### config.mk
export PLATFORM = sky130hd
export DESIGN_NAME = clock_source_select
export DESIGN_NICKNAME = d
export VERILOG_FILES = /design/src/core/clk_select_pkg.sv /design/src/core/clk_glitch_mux.sv /design/src/core/clk_divider.sv /design/src/core/clock_source_select.sv
export SDC_FILE = /design/constraint.sdc
export NUM_CORES = 1
export LEC_CHECK = 0
export BUFFER_PORTS_ARGS = -buffer_cell sky130_fd_sc_hd__buf_2
export CAP_MARGIN = 20
export CORE_ASPECT_RATIO = 0.9
export CORE_UTILIZATION = 31
export DETAILED_ROUTE_END_ITERATION = 12
export PLACE_DENSITY = 0.58
export SETUP_SLACK_MARGIN = 0.1
export SLEW_MARGIN = 30
export SYNTH_ARGS = -nofsm -noshare
export SYNTH_HDL_FRONTEND = slang
export SYNTH_HIERARCHICAL = 1
export SYNTH_SLANG_ARGS = --single-unit
### constraint.sdc
create_clock -name pclk -period 2.81 [get_ports pclk]
set_clock_uncertainty 0.2 [all_clocks]
set_input_delay 0 -clock pclk [delete_from_list [all_inputs] [get_ports pclk]]
set_output_delay 0 -clock pclk [all_outputs]
set_load 0.1 [all_outputs]
### src/core/clk_select_pkg.sv
// Constants, field layouts, reset values and types of the clock source
// selection block. Assumes an APB bus with 32-bit data and 8-bit address.
package clk_select_pkg;

  // ==========================================================
  // Sizes and indices
  localparam int NUM_PLL = 7;
  localparam int NUM_REFSEL = 6;
  localparam int N_SYNC = 14;
  localparam int NUM_DIV = 5;
  localparam int PLL_BIG0 = 0;
  localparam int PLL_BIG1 = 1;
  localparam int PLL_LITTLE0 = 2;
  localparam int PLL_LITTLE1 = 3;
  localparam int PLL_PIXEL = 4;
  localparam int PLL_MEMORY = 5;
  localparam int PLL_SYSTEM = 6;

  // ==========================================================
  // Register offsets
  localparam int ADDR_W = 8;
  localparam logic [7:0] OFS_SELECT = 8'h00;
  localparam logic [7:0] OFS_STATUS = 8'h04;
  localparam logic [7:0] OFS_DIVIDE = 8'h08;
  localparam logic [7:0] OFS_PLL_BASE = 8'h10;
  localparam logic [7:0] OFS_PLL_LAST = 8'h44;
  localparam logic [7:0] OFS_GEN_REQ = 8'h48;
  localparam logic [7:0] OFS_GEN_ACT = 8'h4c;

  // ==========================================================
  // Field positions
  localparam int SEL_BIG_LSB = 0;
  localparam int SEL_LITTLE_LSB = 2;
  localparam int SEL_REF_LSB = 4;
  localparam int SEL_BYP_LSB = 10;
  localparam int SEL_INV_BIT = 17;
  localparam int STS_BIG_LSB = 0;
  localparam int STS_LITTLE_LSB = 2;
  localparam int STS_BIG_BUSY = 4;
  localparam int STS_LITTLE_BUSY = 5;
  localparam int DIV_DEBUG_LSB = 0;
  localparam int DIV_TRACE_LSB = 4;
  localparam int DIV_FABRIC_LSB = 8;
  localparam int OUT_DIV_LSB = 8;

  // ==========================================================
  // Widths and reset values
  localparam int DIV_W = 4;
  localparam int IN_DIV_W = 6;
  localparam int FB_DIV_W = 13;
  localparam int OUT_DIV_W = 4;
  localparam int GEN_W = 20;
  localparam logic [1:0] RST_CLUSTER_SEL = 2'h0;
  localparam logic [NUM_REFSEL-1:0] RST_REF_SEL = 6'h00;
  localparam logic [NUM_PLL-1:0] RST_BYPASS = 7'h10;
  localparam logic RST_INVERT = 1'b0;
  localparam logic [DIV_W-1:0] RST_DEBUG_DIV = 4'h2;
  localparam logic [DIV_W-1:0] RST_TRACE_DIV = 4'h4;
  localparam logic [DIV_W-1:0] RST_FABRIC_DIV = 4'h2;
  localparam logic [DIV_W-1:0] HALF_DIV = 4'h2;
  localparam logic [IN_DIV_W-1:0] RST_IN_DIV = 6'h00;
  localparam logic [OUT_DIV_W-1:0] RST_OUT_DIV = 4'h0;
  localparam logic [FB_DIV_W-1:0] RST_FB_X20 = 13'h0013;
  localparam logic [FB_DIV_W-1:0] RST_FB_X8 = 13'h0007;
  localparam logic [GEN_W-1:0] RST_GEN_REQ = 20'h0c350;
  localparam logic [GEN_W-1:0] RST_GEN_ACT = 20'h0c340;
  localparam logic [GEN_W-1:0] GEN_STEP_MASK = 20'h0003f;
  localparam logic [GEN_W:0] GEN_HALF_STEP = 21'h000020;

  // ==========================================================
  // Types
  typedef struct packed {
    logic bypass;
    logic ref_sel;
    logic [IN_DIV_W-1:0] in_div;
    logic [FB_DIV_W-1:0] fb_div;
    logic [OUT_DIV_W-1:0] out_div;
  } pll_cfg_s;

  typedef enum logic [1:0] {
    MUX_RUN = 2'b00,
    MUX_DRAIN = 2'b01,
    MUX_LOW = 2'b11,
    MUX_HIGH = 2'b10
  } mux_state_e;

  // Nearest achievable generator setting, saturating at the top step
  function automatic logic [GEN_W-1:0] round_to_step(
    input logic [GEN_W-1:0] req);
    logic [GEN_W:0] sum;
    sum = {1'b0, req} + GEN_HALF_STEP;
    if (sum[GEN_W]) begin
      round_to_step = ~GEN_STEP_MASK;
    end else begin
      round_to_step = sum[GEN_W-1:0] & ~GEN_STEP_MASK;
    end
  endfunction : round_to_step

endpackage : clk_select_pkg

### src/core/clk_glitch_mux.sv
// Four-way glitch-free selector for one cluster clock.
// Assumes candidate levels already synchronised to pclk.
`timescale 1ns/1ns
module clk_glitch_mux
  import clk_select_pkg::*;
(
  // Clock and reset
  input wire logic pclk,
  input wire logic presetn,
  // Candidates and request
  input wire logic [3:0] cand,
  input wire logic [1:0] sel,
  // Output and status
  output logic clk_out,
  output logic [1:0] active_sel,
  output logic busy
);

  mux_state_e state_reg, state_next;
  logic [1:0] cur_reg, cur_next;
  logic [1:0] act_reg, act_next;
  logic out_reg, out_next;

  // ==========================================================
  // Switch sequence: drain old low, hold low, wait new rising
  always_comb begin
    state_next = state_reg;
    cur_next = cur_reg;
    act_next = act_reg;
    out_next = out_reg;
    case (state_reg)
      MUX_RUN: begin
        out_next = cand[cur_reg];
        if (sel != cur_reg) begin
          state_next = MUX_DRAIN;
        end
      end
      MUX_DRAIN: begin
        out_next = cand[cur_reg];
        if (!cand[cur_reg]) begin
          out_next = 1'b0;
          cur_next = sel;
          state_next = MUX_LOW;
        end
      end
      MUX_LOW: begin
        out_next = 1'b0;
        if (!cand[cur_reg]) begin
          state_next = MUX_HIGH;
        end
      end
      MUX_HIGH: begin
        out_next = 1'b0;
        if (cand[cur_reg]) begin
          out_next = 1'b1;
          act_next = cur_reg;
          state_next = MUX_RUN;
        end
      end
      default: begin
        state_next = MUX_RUN;
        out_next = 1'b0;
      end
    endcase
  end

  always_ff @(posedge pclk or negedge presetn) begin
    if (!presetn) begin
      state_reg <= MUX_RUN;
      cur_reg <= RST_CLUSTER_SEL;
      act_reg <= RST_CLUSTER_SEL;
      out_reg <= 1'b0;
    end else begin
      state_reg <= state_next;
      cur_reg <= cur_next;
      act_reg <= act_next;
      out_reg <= out_next;
    end
  end

  assign clk_out = out_reg;
  assign active_sel = act_reg;
  assign busy = (state_reg != MUX_RUN) || (sel != act_reg);

endmodule : clk_glitch_mux

### src/core/clk_divider.sv
// Programmable divider clocked by the rising edges of a source level.
// Assumes the source is synchronised to pclk.
`timescale 1ns/1ns
module clk_divider
  import clk_select_pkg::*;
(
  // Clock and reset
  input wire logic pclk,
  input wire logic presetn,
  // Source and ratio
  input wire logic src,
  input wire logic [DIV_W-1:0] ratio,
  // Divided output
  output logic clk_out
);

  logic src_d_reg, src_d_next;
  logic [DIV_W-1:0] cnt_reg, cnt_next;
  logic [DIV_W-1:0] ratio_reg, ratio_next;
  logic out_reg, out_next;
  logic rise;

  // ==========================================================
  // Count source edges; when dividing, new ratio only at wrap, so no runt
  always_comb begin
    rise = src & ~src_d_reg;
    src_d_next = src;
    cnt_next = cnt_reg;
    ratio_next = ratio_reg;
    out_next = out_reg;
    if (ratio_reg <= 4'h1) begin
      out_next = src;
      ratio_next = ratio;
    end else if (rise) begin
      if (cnt_reg >= ratio_reg - 4'h1) begin
        cnt_next = '0;
        ratio_next = ratio;
        out_next = 1'b1;
      end else begin
        cnt_next = cnt_reg + 4'h1;
        out_next = (cnt_reg + 4'h1) < (ratio_reg >> 1);
      end
    end
  end

  always_ff @(posedge pclk or negedge presetn) begin
    if (!presetn) begin
      src_d_reg <= 1'b0;
      cnt_reg <= '0;
      ratio_reg <= '0;
      out_reg <= 1'b0;
    end else begin
      src_d_reg <= src_d_next;
      cnt_reg <= cnt_next;
      ratio_reg <= ratio_next;
      out_reg <= out_next;
    end
  end

  assign clk_out = out_reg;

endmodule : clk_divider

### src/core/clock_source_select.sv
// Clock source selection, PLL configuration and derived clocks.
// Assumes APB master on pclk; clock pins arrive asynchronous to pclk.
// How it works
// - Each of six PLLs may take the system reference instead.
// - Cluster selectors reset to their own PLL0 outputs.
// - Each cluster clock has a glitch-free four-way selector.
// - Status register shows when a new cluster selection is live.
// - Board pixel clock is pixel reference, in phase or inverted.
// - Bypass feeds a PLL's reference straight in place of output.
// - Dividers default to 2 debug, 4 trace, 2 fabric.
// - Debug, trace and fabric clocks are stepped only by system PLL clock edges.
// - PLL defaults multiply by 20, memory PLL by 8.
// - Memory clock stays asynchronous to the fabric clock.
// - Generator setting rounds to nearest achievable step.
// - Each PLL has 6, 13 and 4 bit divider words in two registers.
// - Each cluster PLL0 also gives a divide-by-two output.
`timescale 1ns/1ns
module clock_source_select
  import clk_select_pkg::*;
(
  // Clock and reset
  input wire logic pclk,
  input wire logic presetn,
  // APB slave
  input wire logic [ADDR_W-1:0] paddr,
  input wire logic psel,
  input wire logic penable,
  input wire logic pwrite,
  input wire logic [31:0] pwdata,
  output logic [31:0] prdata,
  output logic pready,
  output logic pslverr,
  // PLL outputs
  input wire logic big_pll0_output,
  input wire logic big_pll1_output,
  input wire logic little_pll0_output,
  input wire logic little_pll1_output,
  input wire logic pixel_pll_output,
  input wire logic memory_pll_output,
  input wire logic system_pll_output,
  // Reference clocks
  input wire logic big_pll0_reference,
  input wire logic big_pll1_reference,
  input wire logic little_pll0_reference,
  input wire logic little_pll1_reference,
  input wire logic pixel_reference_clock,
  input wire logic memory_pll_reference,
  input wire logic system_reference_clock,
  // PLL control
  output pll_cfg_s [NUM_PLL-1:0] pll_cfg,
  output logic [NUM_PLL-1:0] pll_reference,
  output logic [GEN_W-1:0] generator_setting,
  // Derived clocks
  output logic big_cluster_clock,
  output logic little_cluster_clock,
  output logic board_pixel_clock_out,
  output logic pixel_clock,
  output logic memory_clock,
  output logic debug_clock,
  output logic trace_port_clock,
  output logic fabric_clock,
  output logic big_pll0_half,
  output logic little_pll0_half
);

  // ==========================================================
  // Pin synchronisers: change counts once stages two and three agree
  logic [N_SYNC-1:0] raw;
  logic [N_SYNC-1:0] s1_reg, s2_reg, s3_reg, clean_reg;
  logic [N_SYNC-1:0] s1_next, s2_next, s3_next, clean_next;

  assign raw = {system_reference_clock, memory_pll_reference,
                pixel_reference_clock, little_pll1_reference,
                little_pll0_reference, big_pll1_reference,
                big_pll0_reference, system_pll_output, memory_pll_output,
                pixel_pll_output, little_pll1_output, little_pll0_output,
                big_pll1_output, big_pll0_output};

  always_comb begin
    s1_next = raw;
    s2_next = s1_reg;
    s3_next = s2_reg;
    clean_next = (~(s2_reg ^ s3_reg) & s3_reg) |
                 ((s2_reg ^ s3_reg) & clean_reg);
  end

  always_ff @(posedge pclk or negedge presetn) begin
    if (!presetn) begin
      s1_reg <= '0;
      s2_reg <= '0;
      s3_reg <= '0;
      clean_reg <= '0;
    end else begin
      s1_reg <= s1_next;
      s2_reg <= s2_next;
      s3_reg <= s3_next;
      clean_reg <= clean_next;
    end
  end

  // ==========================================================
  // Configuration registers
  logic [1:0] big_sel_reg, big_sel_next;
  logic [1:0] little_sel_reg, little_sel_next;
  logic [NUM_REFSEL-1:0] ref_sel_reg, ref_sel_next;
  logic [NUM_PLL-1:0] bypass_reg, bypass_next;
  logic invert_reg, invert_next;
  logic [DIV_W-1:0] debug_div_reg, debug_div_next;
  logic [DIV_W-1:0] trace_div_reg, trace_div_next;
  logic [DIV_W-1:0] fabric_div_reg, fabric_div_next;
  logic [IN_DIV_W-1:0] in_div_reg [NUM_PLL];
  logic [IN_DIV_W-1:0] in_div_next [NUM_PLL];
  logic [FB_DIV_W-1:0] fb_div_reg [NUM_PLL];
  logic [FB_DIV_W-1:0] fb_div_next [NUM_PLL];
  logic [OUT_DIV_W-1:0] out_div_reg [NUM_PLL];
  logic [OUT_DIV_W-1:0] out_div_next [NUM_PLL];
  logic [GEN_W-1:0] gen_req_reg, gen_req_next;
  logic [GEN_W-1:0] gen_act_reg, gen_act_next;
  logic [31:0] rdata_reg, rdata_next;
  logic err_reg, err_next;

  logic setup, wr, in_pll;
  logic [4:0] pll_slot;
  logic [2:0] pll_idx;
  logic [1:0] big_act, little_act;
  logic big_busy, little_busy;

  assign setup = psel & ~penable;
  assign wr = psel & penable & pwrite;
  assign in_pll = (paddr >= OFS_PLL_BASE) && (paddr <= OFS_PLL_LAST) &&
                  (paddr[1:0] == 2'h0);
  assign pll_slot = paddr[7:3] - OFS_PLL_BASE[7:3];
  assign pll_idx = pll_slot[2:0];

  function automatic logic [FB_DIV_W-1:0] default_fb(input int idx);
    default_fb = (idx == PLL_MEMORY) ? RST_FB_X8 : RST_FB_X20;
  endfunction : default_fb

  always_comb begin
    big_sel_next = big_sel_reg;
    little_sel_next = little_sel_reg;
    ref_sel_next = ref_sel_reg;
    bypass_next = bypass_reg;
    invert_next = invert_reg;
    debug_div_next = debug_div_reg;
    trace_div_next = trace_div_reg;
    fabric_div_next = fabric_div_reg;
    in_div_next = in_div_reg;
    fb_div_next = fb_div_reg;
    out_div_next = out_div_reg;
    gen_req_next = gen_req_reg;
    gen_act_next = round_to_step(gen_req_reg);
    rdata_next = rdata_reg;
    err_next = err_reg;
    // Read data and error prepared in the setup cycle
    if (setup) begin
      rdata_next = 32'h0;
      err_next = 1'b0;
      if (in_pll) begin
        if (paddr[2]) begin
          rdata_next[FB_DIV_W-1:0] = fb_div_reg[pll_idx];
        end else begin
          rdata_next[IN_DIV_W-1:0] = in_div_reg[pll_idx];
          rdata_next[OUT_DIV_LSB +: OUT_DIV_W] = out_div_reg[pll_idx];
        end
      end else begin
        case (paddr)
          OFS_SELECT: begin
            rdata_next[SEL_BIG_LSB +: 2] = big_sel_reg;
            rdata_next[SEL_LITTLE_LSB +: 2] = little_sel_reg;
            rdata_next[SEL_REF_LSB +: NUM_REFSEL] = ref_sel_reg;
            rdata_next[SEL_BYP_LSB +: NUM_PLL] = bypass_reg;
            rdata_next[SEL_INV_BIT] = invert_reg;
          end
          OFS_STATUS: begin
            rdata_next[STS_BIG_LSB +: 2] = big_act;
            rdata_next[STS_LITTLE_LSB +: 2] = little_act;
            rdata_next[STS_BIG_BUSY] = big_busy;
            rdata_next[STS_LITTLE_BUSY] = little_busy;
          end
          OFS_DIVIDE: begin
            rdata_next[DIV_DEBUG_LSB +: DIV_W] = debug_div_reg;
            rdata_next[DIV_TRACE_LSB +: DIV_W] = trace_div_reg;
            rdata_next[DIV_FABRIC_LSB +: DIV_W] = fabric_div_reg;
          end
          OFS_GEN_REQ: rdata_next[GEN_W-1:0] = gen_req_reg;
          OFS_GEN_ACT: rdata_next[GEN_W-1:0] = gen_act_reg;
          default: err_next = 1'b1;
        endcase
      end
    end
    // Run-time writes at the access edge
    if (wr && !err_reg) begin
      if (in_pll) begin
        if (paddr[2]) begin
          fb_div_next[pll_idx] = pwdata[FB_DIV_W-1:0];
        end else begin
          in_div_next[pll_idx] = pwdata[IN_DIV_W-1:0];
          out_div_next[pll_idx] = pwdata[OUT_DIV_LSB +: OUT_DIV_W];
        end
      end else begin
        case (paddr)
          OFS_SELECT: begin
            big_sel_next = pwdata[SEL_BIG_LSB +: 2];
            little_sel_next = pwdata[SEL_LITTLE_LSB +: 2];
            ref_sel_next = pwdata[SEL_REF_LSB +: NUM_REFSEL];
            bypass_next = pwdata[SEL_BYP_LSB +: NUM_PLL];
            invert_next = pwdata[SEL_INV_BIT];
          end
          OFS_DIVIDE: begin
            debug_div_next = pwdata[DIV_DEBUG_LSB +: DIV_W];
            trace_div_next = pwdata[DIV_TRACE_LSB +: DIV_W];
            fabric_div_next = pwdata[DIV_FABRIC_LSB +: DIV_W];
          end
          OFS_GEN_REQ: gen_req_next = pwdata[GEN_W-1:0];
          default: begin
          end
        endcase
      end
    end
  end

  always_ff @(posedge pclk or negedge presetn) begin
    if (!presetn) begin
      big_sel_reg <= RST_CLUSTER_SEL;
      little_sel_reg <= RST_CLUSTER_SEL;
      ref_sel_reg <= RST_REF_SEL;
      bypass_reg <= RST_BYPASS;
      invert_reg <= RST_INVERT;
      debug_div_reg <= RST_DEBUG_DIV;
      trace_div_reg <= RST_TRACE_DIV;
      fabric_div_reg <= RST_FABRIC_DIV;
      for (int i = 0; i < NUM_PLL; i++) begin
        in_div_reg[i] <= RST_IN_DIV;
        fb_div_reg[i] <= default_fb(i);
        out_div_reg[i] <= RST_OUT_DIV;
      end
      gen_req_reg <= RST_GEN_REQ;
      gen_act_reg <= RST_GEN_ACT;
      rdata_reg <= 32'h0;
      err_reg <= 1'b0;
    end else begin
      big_sel_reg <= big_sel_next;
      little_sel_reg <= little_sel_next;
      ref_sel_reg <= ref_sel_next;
      bypass_reg <= bypass_next;
      invert_reg <= invert_next;
      debug_div_reg <= debug_div_next;
      trace_div_reg <= trace_div_next;
      fabric_div_reg <= fabric_div_next;
      in_div_reg <= in_div_next;
      fb_div_reg <= fb_div_next;
      out_div_reg <= out_div_next;
      gen_req_reg <= gen_req_next;
      gen_act_reg <= gen_act_next;
      rdata_reg <= rdata_next;
      err_reg <= err_next;
    end
  end

  assign prdata = rdata_reg;
  assign pready = 1'b1;
  assign pslverr = psel & penable & err_reg;
  assign generator_setting = gen_act_reg;

  // ==========================================================
  // Reference selection, bypass and registered clock levels
  logic [NUM_PLL-1:0] pll_clean, ref_dflt, ref_eff, eff;
  logic [NUM_PLL-1:0] pll_ref_reg, pll_ref_next;
  logic [NUM_PLL-1:0] eff_reg, eff_next;
  logic pix_out_reg, pix_out_next;
  logic sysref;

  assign pll_clean = clean_reg[6:0];
  assign sysref = clean_reg[13];
  assign ref_dflt = {sysref, clean_reg[12:7]};

  always_comb begin
    for (int i = 0; i < NUM_PLL; i++) begin
      ref_eff[i] = ref_dflt[i];
      if (i < NUM_REFSEL && ref_sel_reg[i]) begin
        ref_eff[i] = sysref;
      end
      eff[i] = bypass_reg[i] ? ref_eff[i] : pll_clean[i];
    end
    pll_ref_next = ref_eff;
    eff_next = eff;
    pix_out_next = ref_dflt[PLL_PIXEL] ^ invert_reg;
  end

  always_ff @(posedge pclk or negedge presetn) begin
    if (!presetn) begin
      pll_ref_reg <= '0;
      eff_reg <= '0;
      pix_out_reg <= 1'b0;
    end else begin
      pll_ref_reg <= pll_ref_next;
      eff_reg <= eff_next;
      pix_out_reg <= pix_out_next;
    end
  end

  always_comb begin
    for (int i = 0; i < NUM_PLL; i++) begin
      pll_cfg[i].bypass = bypass_reg[i];
      pll_cfg[i].ref_sel = (i < NUM_REFSEL) ? ref_sel_reg[i] : 1'b0;
      pll_cfg[i].in_div = in_div_reg[i];
      pll_cfg[i].fb_div = fb_div_reg[i];
      pll_cfg[i].out_div = out_div_reg[i];
    end
  end

  assign pll_reference = pll_ref_reg;
  assign board_pixel_clock_out = pix_out_reg;
  assign pixel_clock = eff_reg[PLL_PIXEL];
  // Kept off the divider path; no fabric timing relation
  assign memory_clock = eff_reg[PLL_MEMORY];

  // ==========================================================
  // Dividers: debug, trace, fabric, big half, little half
  logic [NUM_DIV-1:0] div_src, div_out;
  logic [DIV_W-1:0] div_ratio [NUM_DIV];

  always_comb begin
    div_src = {eff_reg[PLL_LITTLE0], eff_reg[PLL_BIG0],
               {3{eff_reg[PLL_SYSTEM]}}};
    div_ratio[0] = debug_div_reg;
    div_ratio[1] = trace_div_reg;
    div_ratio[2] = fabric_div_reg;
    div_ratio[3] = HALF_DIV;
    div_ratio[4] = HALF_DIV;
  end

  for (genvar g = 0; g < NUM_DIV; g++) begin : g_div
    clk_divider u_div (
      .pclk(pclk),
      .presetn(presetn),
      .src(div_src[g]),
      .ratio(div_ratio[g]),
      .clk_out(div_out[g])
    );
  end

  assign debug_clock = div_out[0];
  assign trace_port_clock = div_out[1];
  assign fabric_clock = div_out[2];
  assign big_pll0_half = div_out[3];
  assign little_pll0_half = div_out[4];

  // ==========================================================
  // Cluster selectors: 0 PLL0, 1 PLL1, 2 system PLL, 3 PLL0 half
  clk_glitch_mux u_big_mux (
    .pclk(pclk),
    .presetn(presetn),
    .cand({div_out[3], eff_reg[PLL_SYSTEM], eff_reg[PLL_BIG1],
           eff_reg[PLL_BIG0]}),
    .sel(big_sel_reg),
    .clk_out(big_cluster_clock),
    .active_sel(big_act),
    .busy(big_busy)
  );

  clk_glitch_mux u_little_mux (
    .pclk(pclk),
    .presetn(presetn),
    .cand({div_out[4], eff_reg[PLL_SYSTEM], eff_reg[PLL_LITTLE1],
           eff_reg[PLL_LITTLE0]}),
    .sel(little_sel_reg),
    .clk_out(little_cluster_clock),
    .active_sel(little_act),
    .busy(little_busy)
  );

endmodule : clock_source_select

Word level (Yosys, flattened, before mapping)
Index checks and enable logic that the tools add are counted.
{ "totals": {"output_inout_bits": 246, "wordCells": 292, "reg_bits": 385, "input_bits": 59} }
{ "classes": {"n_mux": 97, "magnitude_cmp": 21, "n_eq_ne": 22, "addsub": 12, "reduce_logical": 47, "bitwise_logic": 27} }
{ "ops": {"columns": ["cell", "n"], "rows": [
  ["$mux 4", 24],
  ["$bwmux 91", 1],
  ["$mux 13", 4],
  ["$bwmux 42", 1],
  ["$bmux 13 s3", 1],
  ["$demux 13 s3", 1],
  ["$mux 1", 35],
  ["$pmux 6 s5", 1],
  ["$and 14x14->14", 2],
  ["$bwmux 28", 1],
  ["$reduce_and 2->1", 14],
  ["$mux 6", 4],
  ["$pmux 6 s4", 1],
  ["$reduce_bool 2->1", 12],
  ["$add 20x6->21 const B", 1],
  ["$add 4x1->4 const B", 5],
  ["$ge 4x4->1", 5],
  ["$le 4x1->1 const B", 5],
  ["$lt 4x3->1", 5],
  ["$mux 20", 1],
  ["$sub 4x1->4 const B", 5],
  ["$bmux 6 s3", 1],
  ["$demux 6 s3", 1],
  ["$mux 2", 9],
  ["other kinds (38)", 86]
]} }

Logic depth before layout (Yosys ltp)
{ "logic_depth": {"depth_word": 7, "depth_mapped": 13, "mapped_depth_nobuf": 8} }

Modules after synthesis
Netlist, hierarchy kept.
{ "by_module_without_submodules": {"columns": ["mod", "cells_per_inst", "seq_area_each_um2", "area_each_um2", "instances"], "rows": [
  ["clock_source_select", 975, 7977.7, 13848.3, 1],
  ["clk_divider (g_div[0].u_div ...)", 69, 250.2, 709.4, 4],
  ["clk_glitch_mux", 38, 175.2, 397.9, 2],
  ["clk_divider (g_div[2].u_div)", 67, 250.2, 709.4, 1]
]} }

Worst setup path after synthesis
OpenSTA, ideal clock, no wires.
{ "synth_path": {"kind": "input-to-reg", "from": "input port paddr[4]", "to": "register gen_req_reg[0]", "path_buffers": 5, "required_ns": 2.485, "stages": 11, "arrival_ns": 2.501, "setup_slack_ns": -0.016, "setup_ns": 0.125, "cell_sequence": "buf_2 -> buf_2 -> clkbuf_1 -> inv_1 -> ha_1 -> or4b_4 -> buf_2 -> nor3_4 -> and3_1 -> buf_4 -> mux2_2"} }
{ "synth_via": {"elab_chain_len": 5, "word_cells_on_any_way": 7, "classes_between": "order compare (2); eq/ne (1); bitwise (1); reduce/logical (3)"} }
{ "synth_rtl": {"columns": ["element", "line_no", "text"], "rows": [
  ["from (decl)", "clock_source_select.sv:25", "input wire logic [ADDR_W-1:0] paddr,"],
  ["$ge 8x5->1 or $le 8x7->1 (tied branches)", "clock_source_select.sv:130", "assign in_pll = (paddr >= OFS_PLL_BASE) && (paddr <= OFS_PLL_LAST) &&"],
  ["$logic_and 1x1->1 (2 in a row)", "clock_source_select.sv:130", null],
  ["$not 1->1 (no source line)", null, null],
  ["$reduce_and 3->1 (no source line) (*)", null, null],
  ["to (signal assigned)", "clock_source_select.sv:254", "gen_req_reg <= gen_req_next;"],
  ["to (decl)", "clock_source_select.sv:117", "logic [GEN_W-1:0] gen_req_reg, gen_req_next;"]
]} }
Every way passes the cells marked *; elsewhere a longest branch is shown, timed or not.
A chain may end at the register's enable or synchronous reset.

Worst setup path in the final report
{ "layout_path": {"from": "input port paddr[7]", "to": "register rdata_reg[3], in the netlist prdata[3]"} }
{ "layout_via": {"elab_chain_len": 4, "word_cells_on_any_way": 11, "classes_between": "order compare (2); eq/ne (4); mux (2); reduce/logical (3)"} }
{ "layout_rtl": {"columns": ["element", "line_no", "text"], "rows": [
  ["$ge 8x5->1 or $le 8x7->1 (tied branches)", "clock_source_select.sv:130", null],
  ["$logic_and 1x1->1 (2 in a row)", "clock_source_select.sv:130", null],
  ["$mux 13 (*)", "clock_source_select.sv:159", "if (in_pll) begin"],
  ["to (signal assigned)", "clock_source_select.sv:256", "rdata_reg <= rdata_next;"],
  ["to (decl)", "clock_source_select.sv:119", "logic [31:0] rdata_reg, rdata_next;"]
]} }
Marked as above.

==> results_dict.tcl <==
set metrics [dict create \
    status "complete, no violations" \
    ys_seq_area_share_pct 52.7 \
    cts_buffers 43 \
    root_buffer "clkbuf_16" \
    route.detailed.drc 0 \
    synth_area_leaders "dfrtp_1 (47%), mux2_2 (13%), dfstp_2 (5.2%), ha_1 (3.5%), mux4_2 (3.1%)" \
    critical_path.top_delay_family "buffers and inverters" \
    grt_overflow_total 0 \
    post-route-util_pct 39.5 \
    fin_crit_ns 2.57 \
    die_h_um 232 \
    rsz0062_at_grt "no" \
    setup_violations 0 \
    power_mw 16.6 \
    ys_warn_count 6 \
    combPwrFrac_pct 25.8 \
    ys_ff_latch 381 \
    clkPwrFrac_pct 35.8 \
    clk_pin_slew_worst_paths_ns 0.06 \
    grt_pass1_vias 13235 \
    relSlewSlack_pct 42.0 \
    synth_cell_types 69 \
    via_per_inst 5.02 \
    yosys.area.top_type "dfrtp_1" \
    drive_gt1_share_pct 40.9 \
    slowest_delay_ns 0.60 \
    clockBufferDepth 3 \
    critPathRequiredTime_ns 3.07 \
    antenna_found_initial 2 \
    vdd_drop_max_mv 0.468 \
    final.setup.worst_slack_ns 0.238 \
    crit_arrival_ns 2.84 \
    tritoncts "built" \
    p_per_area_nw_per_um2 730 \
    final_cells 2551 \
    final_area_um2 22700 \
    syn_area_um2 18200 \
    layout.nets 1861 \
    die_w_um 257 \
    postSynthCellCount 1394 \
    portBuffers 272 \
    initial_core_util_pct 31.6 \
    vias 12815 \
    fmax_mhz 389 \
    ff_latch_area_um2 9580 \
    final_common_cell "dfrtp_1" \
    grt_pass1_wl_um 83500 \
    row_count 83 \
    setup_tns_ns 0 \
    hpwl_um 39500 \
    clock-sinks 381 \
    post_cts_buffers 0 \
    placed_area_um2 20600 \
    antennaDiodeCount 0 \
    pin_count 305 \
    critPathCaptureType "register" \
    finalHoldViolations 0 \
    drt_first_pass_iters 5 \
    ant_nets 0 \
    avgSynthCellArea_um2 13.0 \
    synthFlopType "dfrtp_1" \
    crit_chain "dlygate4sd3_1, buf_2, or3_1, a311oi_2, and2_1, buf_6, buf_6, o31ai_1, dlygate4sd3_1, o22a_1" \
    wl_per_cell_um 21.4 \
    start_kind "primary input" \
    critPathSlowestCell "dlygate4sd3_1" \
    numPlacedInstances 2410 \
    synth_edf_count 0 \
    hp-class "primary input to register" \
    hold_slack_ns 0.0236 \
    fillCellCount 5531 \
    core_area_um2 57500 \
    place.gp.congestion 0.839 \
    largest_reg_flops 161 \
    seqPwrFrac_pct 38.4 \
    drv_slew 0 \
    critical_path_class "primary input to register" \
    internal_power_mw 11.1 \
    yosysTopAreaCellShare_pct 47.5 \
    switchingPower_mw 5.48 \
    path_max_fanout 18 \
    drv_cap 0 \
    syn_to_final_growth_pct 24.9 \
    die-area_um2 59700 \
    clk_latency_ns 0.58 \
    leakagePower_nw 11.2 \
    cp.buffers_inverters 5 \
    grt_usage_pct 18.4 \
    routed_wl_um 54700 \
    async_flop_share_pct 100 \
    swShare_pct 33.1 \
    final_cell_mix "dfrtp_1 (345), buf_2 (269), mux2_2 (218)" \
    drt_iter0_drc 573 \
    dp_slack_ns 0.283 \
    grt_max_degree 83 \
    htreeDepth 2 \
    multi_input_area_um2 8080 \
    worst_slew_pin_slew_ns 0.869 \
    period_share_pct 91.5 \
]
final timing paths:
kind                                              from                     endpoint  slack (ns)  cells past startpoint
max                                           paddr[7]                    prdata[3]        0.24                     10
min                                         pwdata[14]                bypass_reg[4]        0.02                      3
max reg2reg                g_div[1].u_div/ratio_reg[0]  g_div[1].u_div/ratio_reg[0]        0.29                      8
min reg2reg                                  s1_reg[8]                    s2_reg[8]        0.15                      0
max in group asynchronous                      presetn                  pll_cfg[58]        1.15                      4
min in group asynchronous                      presetn                   s1_reg[13]        0.33                      3
kinds of logic after synthesis:
logic type                 Yosys count  share of synthesized area, %
AOI/OAI and AO/OA                  222                          9.44
xor gates and xnor gates            28                          1.35
adders and majority gates           67                          4.40
buffers and inverters              135                          3.52
DFF                                381                          52.7
muxes                              311                          20.8
other                                2                        0.0413
and+or+nand+nor                    248                          7.79
area by class of cell:
cell class | instances | area share [%]
clock buffer | 65 | 5.63
sequential | 381 | 42.2
multi-input combinational | 904 | 35.6
tap | 765 | 4.21
timing repair buffer | 379 | 10.7
clock inverter | 15 | 0.969
inverter | 42 | 0.694
per-layer routing:
| layer | share of wire [%] | vias up | GRT usage (%) |
|---|---|---|---|
| li1 | - | 5789 | - |
| met1 | 44 | 6614 | 23.7 |
| met2 | 47 | 326 | 29.7 |
| met3 | 6.7 | 86 | 5.46 |
| met4 | 2.9 | 0 | 5.79 |
| met5 | 0 | - | 0 |
synth_stat cells, types with 24 or more instances:
| library cell | count |
|---|---|
| nor2_1 | 33 |
| mux4_2 | 25 |
| o21ai_0 | 48 |
| nand2_1 | 70 |
| nand3_1 | 36 |
| clkbuf_1 | 34 |
| mux2i_1 | 36 |
| dfstp_2 | 36 |
| dfrtp_1 | 345 |
| inv_1 | 42 |
| o211ai_1 | 31 |
| ha_1 | 51 |
| mux2_2 | 218 |
| buf_4 | 24 |
timing repair:
action	CTS	global route
gates resized for setup	0	2
setup endpoints to repair	0	1
hold endpoints to repair	582	0
hold buffers	61	0
power by group through the flow:
stage / sequential (mW) / combinational, mW / clock (mW)
after floorplan: 6.93 / 2.73 / 0
after global placement: 6.45 / 4.08 / 0
after detailed placement: 6.46 / 4.23 / 0
after CTS: 6.37 / 4.32 / 6.09
after global routing: 6.43 / 4.71 / 6.32
final: 6.36 / 4.29 / 5.94
worst min-delay path: stages:
cell	delay, ns
dlygate4sd3_1	0.53
buf_2	0.11
mux2_1	0.12
(Power assumes the default switching activity.)
